### src/hw/sarcu_defines.svh
// Offsets, field positions, reset values and timing counts of the converter
// Function
// Channel field bits 4:2 selects port pin
// Result split: low byte, bits 9:8 high
// Start bit begins conversion, self-clears next cycle
// Done bit low while converting, set finishing
// Result loaded together with done bit rising
// Irq flag set on done rising, software clears
// Irq request while flag and enable set
// Software enables, waits calibration, then starts
// Prescaler codes 0,1,2 divide by 1,2,4
// Divider bit 3 gates reference clock
// Software keeps reference clock 2 to 16 MHz
// Conversion about 4 us at 8 MHz
// Select-a zero means GPIO, one alternate
// Analog path needs select-a and select-b set
// All registers reset to zero
// Results hold until the conversion completes
`ifndef SARCU_DEFINES_SVH
`define SARCU_DEFINES_SVH
`define SARCU_ADDR_PRESCALE 8'h94
`define SARCU_ADDR_RES_LOW 8'h95
`define SARCU_ADDR_RES_HIGH 8'h96
`define SARCU_ADDR_CONTROL 8'h97
`define SARCU_RESET_VALUE 8'h00
`define SARCU_BIT_DONE 0
`define SARCU_BIT_START 1
`define SARCU_CHAN_LSB 2
`define SARCU_CHAN_MSB 4
`define SARCU_BIT_POWER 5
`define SARCU_BIT_IRQ_EN 6
`define SARCU_BIT_IRQ_FLAG 7
`define SARCU_PS_LSB 0
`define SARCU_PS_MSB 2
`define SARCU_BIT_CLK_GATE 3
`define SARCU_CONV_NS 4000
`define SARCU_REF_PERIOD_NS 125
`define SARCU_CONV_TICKS (`SARCU_CONV_NS / `SARCU_REF_PERIOD_NS)
`endif

### src/hw/sarcu_pkg.sv
// Types shared by the converter control logic
package sarcu_pkg;
	typedef enum logic [1:0] {
		SARCU_IDLE,
		SARCU_CONVERT
	} sarcu_state_t;

	typedef struct packed {
		logic wr;
		logic rd;
		logic [7:0] addr;
		logic [7:0] wdata;
	} sarcu_sfr_req_t;

	typedef struct packed {
		logic start;
		logic [2:0] chan;
		logic power;
		logic ref_clk;
	} sarcu_core_ctl_t;
endpackage : sarcu_pkg

### src/hw/sarcu_top.sv
// Converter control unit: register file, sequencing, pin enables
`timescale 1ns/10ps
`default_nettype none
`include "sarcu_defines.svh"
module sarcu_top
	import sarcu_pkg::*;
#(
	parameter int CONV_TICKS = `SARCU_CONV_TICKS
) (
	// Clock and reset
	input wire logic clock,
	input wire logic rstn,
	// Register port
	input wire sarcu_sfr_req_t sfr_req,
	output logic [7:0] sfr_rdata,
	// Port 1 function selects
	input wire logic [7:0] port1_function_select_a,
	input wire logic [7:0] port1_function_select_b,
	output logic [7:0] port1_gpio_mode,
	output logic [7:0] port1_analog_enable,
	// Converter core
	output sarcu_core_ctl_t core_ctl,
	input wire logic core_sample_done,
	input wire logic [9:0] core_sample,
	// Interrupt
	output logic converter_irq
);
	initial begin
		if (CONV_TICKS < 2 || CONV_TICKS > 1023) begin
			$error("CONV_TICKS out of range");
		end
	end

	typedef struct packed {
		sarcu_state_t state;
		logic [9:0] ticks;
		logic [7:0] converter_control_reg;
		logic [7:0] converter_clock_divider;
		logic [7:0] result_low_reg;
		logic [7:0] result_high_reg;
		logic [7:0] rdata;
		logic [9:0] sample;
		logic sample_ok;
		logic [2:0] done_sync;
	} sarcu_state_all_t;

	sarcu_state_all_t st_reg;
	sarcu_state_all_t st_next;
	logic ref_tick;
	logic wr_ctl;
	logic done_rise;
	logic conv_end;
	logic [2:0] chan;

	sarcu_refclk u_refclk (
		.clock(clock),
		.rstn(rstn),
		.prescale(st_reg.converter_clock_divider[`SARCU_PS_MSB:`SARCU_PS_LSB]),
		.gate(st_reg.converter_clock_divider[`SARCU_BIT_CLK_GATE]),
		.tick(ref_tick)
	);

	assign wr_ctl = sfr_req.wr && sfr_req.addr == `SARCU_ADDR_CONTROL;
	assign chan = st_reg.converter_control_reg[`SARCU_CHAN_MSB:`SARCU_CHAN_LSB];
	// Ends only once the tick count is spent and a fresh sample arrived
	assign conv_end = st_reg.state == SARCU_CONVERT && ref_tick
		&& st_reg.sample_ok
		&& st_reg.ticks == 10'(CONV_TICKS - 1);

	always_comb begin
		logic done_now;
		done_now = 1'b0;
		st_next = st_reg;
		st_next.done_sync = {st_reg.done_sync[1:0], core_sample_done};
		// Only a new rise of the synced done flag carries a fresh sample
		if (st_reg.done_sync[1] && !st_reg.done_sync[2]) begin
			st_next.sample = core_sample;
			st_next.sample_ok = 1'b1;
		end
		// Software writes; start kept only one cycle
		if (wr_ctl) begin
			st_next.converter_control_reg = sfr_req.wdata;
			// Flag is software-clear only, never software-set
			st_next.converter_control_reg[`SARCU_BIT_IRQ_FLAG] =
				st_reg.converter_control_reg[`SARCU_BIT_IRQ_FLAG]
				& sfr_req.wdata[`SARCU_BIT_IRQ_FLAG];
			st_next.converter_control_reg[`SARCU_BIT_DONE] =
				st_reg.converter_control_reg[`SARCU_BIT_DONE]
				& sfr_req.wdata[`SARCU_BIT_DONE];
		end else begin
			st_next.converter_control_reg[`SARCU_BIT_START] = 1'b0;
		end
		if (sfr_req.wr && sfr_req.addr == `SARCU_ADDR_PRESCALE) begin
			st_next.converter_clock_divider = {4'h0, sfr_req.wdata[3:0]};
		end
		case (st_reg.state)
			SARCU_IDLE: begin
				if (st_reg.converter_control_reg[`SARCU_BIT_START]
					&& st_reg.converter_control_reg[`SARCU_BIT_POWER]) begin
					st_next.state = SARCU_CONVERT;
					st_next.ticks = 10'h000;
					st_next.sample_ok = 1'b0;
					st_next.converter_control_reg[`SARCU_BIT_DONE] = 1'b0;
				end
			end
			SARCU_CONVERT: begin
				st_next.converter_control_reg[`SARCU_BIT_DONE] = 1'b0;
				if (!st_reg.converter_control_reg[`SARCU_BIT_POWER]) begin
					st_next.state = SARCU_IDLE;
				end else if (conv_end) begin
					st_next.state = SARCU_IDLE;
					done_now = 1'b1;
				end else if (ref_tick
					&& st_reg.ticks != 10'(CONV_TICKS - 1)) begin
					st_next.ticks = st_reg.ticks + 10'h001;
				end
			end
			default: st_next.state = SARCU_IDLE;
		endcase
		if (done_now) begin
			// Result and done bit move together; set beats clear
			st_next.result_low_reg = st_reg.sample[7:0];
			st_next.result_high_reg = {6'h00, st_reg.sample[9:8]};
			st_next.converter_control_reg[`SARCU_BIT_DONE] = 1'b1;
		end
		if (done_now && !st_reg.converter_control_reg[`SARCU_BIT_DONE]) begin
			st_next.converter_control_reg[`SARCU_BIT_IRQ_FLAG] = 1'b1;
		end
		case (sfr_req.addr)
			`SARCU_ADDR_PRESCALE: st_next.rdata = st_reg.converter_clock_divider;
			`SARCU_ADDR_RES_LOW: st_next.rdata = st_reg.result_low_reg;
			`SARCU_ADDR_RES_HIGH: st_next.rdata = st_reg.result_high_reg;
			`SARCU_ADDR_CONTROL: st_next.rdata = st_reg.converter_control_reg;
			default: st_next.rdata = 8'h00;
		endcase
		if (!sfr_req.rd) begin
			st_next.rdata = st_reg.rdata;
		end
	end

	assign done_rise = !st_reg.converter_control_reg[`SARCU_BIT_DONE]
		&& st_next.converter_control_reg[`SARCU_BIT_DONE];

	always_ff @(posedge clock or negedge rstn) begin
		if (!rstn) begin
			st_reg <= '0;
		end else begin
			st_reg <= st_next;
		end
	end

	assign sfr_rdata = st_reg.rdata;
	assign converter_irq = st_reg.converter_control_reg[`SARCU_BIT_IRQ_FLAG]
		& st_reg.converter_control_reg[`SARCU_BIT_IRQ_EN];
	assign port1_gpio_mode = ~port1_function_select_a;
	assign port1_analog_enable = port1_function_select_a
		& port1_function_select_b;
	assign core_ctl.start = st_reg.state == SARCU_CONVERT
		&& st_reg.ticks == 10'h000;
	assign core_ctl.chan = chan;
	assign core_ctl.power = st_reg.converter_control_reg[`SARCU_BIT_POWER];
	assign core_ctl.ref_clk = ref_tick;
endmodule : sarcu_top
`default_nettype wire

### src/hw/sarcu_refclk.sv
// Reference clock divider and gate for the converter
`timescale 1ns/10ps
`default_nettype none
module sarcu_refclk
	import sarcu_pkg::*;
(
	// Clock and reset
	input wire logic clock,
	input wire logic rstn,
	// Control
	input wire logic [2:0] prescale,
	input wire logic gate,
	// Output
	output logic tick
);
	typedef struct packed {
		logic [1:0] cnt;
		logic tick;
	} sarcu_div_t;

	sarcu_div_t st_reg;
	sarcu_div_t st_next;
	logic [1:0] top;

	always_comb begin
		case (prescale)
			3'h1: top = 2'h1;
			3'h2: top = 2'h3;
			default: top = 2'h0;
		endcase
	end

	always_comb begin
		st_next = st_reg;
		st_next.tick = 1'b0;
		if (!gate) begin
			st_next.cnt = 2'h0;
		end else if (st_reg.cnt >= top) begin
			st_next.cnt = 2'h0;
			st_next.tick = 1'b1;
		end else begin
			st_next.cnt = st_reg.cnt + 2'h1;
		end
	end

	always_ff @(posedge clock or negedge rstn) begin
		if (!rstn) begin
			st_reg <= '0;
		end else begin
			st_reg <= st_next;
		end
	end

	assign tick = st_reg.tick;
endmodule : sarcu_refclk
`default_nettype wire

### config.mk
export PLATFORM = sky130hd
export DESIGN_NAME = sarcu_top
export DESIGN_NICKNAME = d
export VERILOG_FILES = /design/src/hw/sarcu_pkg.sv /design/src/hw/sarcu_top.sv /design/src/hw/sarcu_refclk.sv
export VERILOG_INCLUDE_DIRS = /design/src /design/src/hw
export SDC_FILE = /design/constraint.sdc
export NUM_CORES = 1
export LEC_CHECK = 0
export BUFFER_PORTS_ARGS = -buffer_cell sky130_fd_sc_hd__clkbuf_2
export CORE_MARGIN = 3
export CORE_UTILIZATION = 30
export CTS_CLUSTER_DIAMETER = 120
export DETAILED_ROUTE_END_ITERATION = 10
export SETUP_SLACK_MARGIN = 0.05
export SKIP_LAST_GASP = 1
export SYNTH_ARGS = -nofsm -noshare
export SYNTH_HDL_FRONTEND = slang
export SYNTH_SLANG_ARGS = --single-unit
### constraint.sdc
create_clock -name clock -period 5.84 [get_ports clock]
set_input_delay 1.168 -clock clock [delete_from_list [all_inputs] [get_ports clock]]
set_output_delay 1.168 -clock clock [all_outputs]
set_load 0.05 [all_outputs]
==> out/results.ini <==
[run_status]
status = completed

[final_layout]
drive_gt1_frac = 0.408
area_growth_pct = 21.2
stdcell_area_um2 = 3410
ff_latch_area_um2 = 1450
fin_nets = 365
multi_input_area_um2 = 1140
antennaDiodeCount = 0
largest_reg_flops = 41
fillers = 866
finish.utilization = 0.383

[clock_tree]
clockRootBuffer = clkbuf_8
clk_latency_ps = 330
clock-sinks = 58
cts_resized = 0
cts_tree = yes
cts_htree_levels = 3
post_cts_buffers = 0
cts_made_buffers = 9
clock_path_buffers = 2
clkTransAtPathRegs_ps = 60
ctsHoldBuffers = 0

[route]
vias = 2009
drt_first_pass_iters = 4
remaining_drc_errors = 0
viasPerCell = 4.70
drt-total-wl_um = 5880
drtAntennaViolNets = 0
drt_iter0_drc = 91
wire_per_inst_um = 13.8

[logic_synthesis]
netlist_area_um2 = 2810
seq_area_frac_synth = 0.516
synth_area_leaders = dfrtp_1 (52%), mux2_2 (8.4%), mux2_4 (4.3%)
netlist.area_leader.share = 0.516
netlist_instances = 242
syn_avg_cell_area_um2 = 11.6
syn_nets = 293
synthTopCellsByCount = dfrtp_1 (58), inv_1 (24), mux2_2 (21), buf_4 (13), nor2_1 (13)
synthArstFlopShare = 1.00
yosys_warnings = 0
yosysMostFrequentCell = dfrtp_1
synth_top_area_cell = dfrtp_1
synthDistinctLibCells = 45
ys_seq_elements = 58
synthFlopType = dfrtp_1
synth-edff-count = 0

[setup_path]
worstSetupEndpointType = output port
crit_type = reg -> out
arrival_ps = 1830
worstSetupStartpointType = register
crit_slowest_cell = or4_4
worstPathCellList = or4_4 -> nor3_1 -> clkbuf_2
critPathMaxFanout = 6
critPathRequiredTime_ps = 4670
r2r_setup_slack_ps = 3780
cpPeakStageDelay_ps = 590

[global_routing]
use_met1 = 0.151
use_met2 = 0.172
grt_pass1_wl_um = 9370
grtUsageMet3 = 0.0298
gr-total-overflow = 0
grt_use_total = 0.115
grt_pass1_vias = 1993
grt_max_degree = 59
grt_antenna_before_repair = 0
gr-max-usage-layer = met2

[placement]
hpwlAfterDp_um = 4550
gp_congestion = 0.752
place_area_um2 = 3210
io_buffers = 77

[floorplanning]
die-height_um = 103
fp.coreArea_um2 = 8890
die_x_um = 103
dieArea_um2 = 10600
pin_count = 78
row_count = 34
start_util = 0.316

[timing]
hold_violations = 0
skew_ps = 6.93
fmax_ghz = 0.333
slew_headroom = 0.411
rsz0062_at_grt = false
tns_ps = 0
worst_pin_slew_ps = 882
setup_viol = 0
whs_ps = 351
finalCriticalPeriod_ps = 3000
slew_violations = 0
timing.final.crit_share = 0.514

[power_and_ir_drop]
peakVddDrop_mv = 0.0939
leakagePower_nw = 1.69
powerDensity_nw_per_um2 = 259

[worst_hold_path]
hp-class = reg -> reg

[flow_run]
cap_violations = 0

[metrics by stage]
| stage | total power (W) | std cells | setup slack (ps) |
|---|---|---|---|
| after CTS | 0.000895 | 427 | 2810 |
| after global routing | 0.000922 | 427 | 2710 |
| after floorplan | 0.000487 | 242 | 2610 |
| final | 0.000882 | 427 | 2840 |
| after global placement | 0.000520 | 411 | 3040 |
| after detailed placement | 0.000523 | 411 | 3030 |
[routing by layer]
metal	routed length (um)	up-vias
met5	0	-
met4	160	0
met3	357	13
met2	2640	73
met1	2720	941
li1	-	982
[worst max-delay path, delay by kind of cell, from the launching register on]
family	cells	cell delay, ps
buf+inv	1	300
flops	1	440
simple gates	2	770
[worst paths after layout]
path                            start          end  cells past startpoint
max reg2reg                st_reg[60]   st_reg[30]                      4
min                        st_next[1]   st_next[2]                      0
max                        st_reg[60]  core_ctl[5]                      3
max in group asynchronous        rstn   st_reg[36]                      2
min in group asynchronous        rstn   st_reg[61]                      2
min reg2reg                st_next[1]   st_next[2]                      0
[cell families after synthesis]
family,share of synthesized area
AO/OA/AOI/OAI,0.0725
XOR/XNOR,0.00623
multiplexers,0.171
adder cells (fa/ha/maj),0.0178
flip-flops,0.516
buffers and inverters,0.0783
AND/OR/NAND/NOR,0.138
[area by class of cell]
| class | instances | area share |
|---|---|---|
| sequential | 58 | 0.426 |
| multi-input combinational | 143 | 0.335 |
| timing repair buffer | 78 | 0.115 |
| clock buffer | 14 | 0.0477 |
| tap | 108 | 0.0397 |
| inverter | 24 | 0.0264 |
| clock inverter | 2 | 0.0103 |
[power by group]
part	switching [W]	internal, W	leakage [nW]
logic	0.0000539	0.0000337	0.812
registers	0.00000926	0.000417	0.774
clock network	0.000148	0.000220	0.101
[layout by cell type (no fill, tap or decap), types with 4 or more instances in the layout]
master,count
a21oi_1,4
and2_1,11
clkbuf_2,77
clkbuf_8,11
dfrtp_1,58
ha_1,4
inv_1,24
mux2_2,21
mux2_4,8
mux2i_1,8
nand2_1,9
nand2b_1,5
nand3_1,12
nor2_1,13
o21ai_0,5
o22ai_1,6
Note: power is estimated with default switching activity, not from simulation.
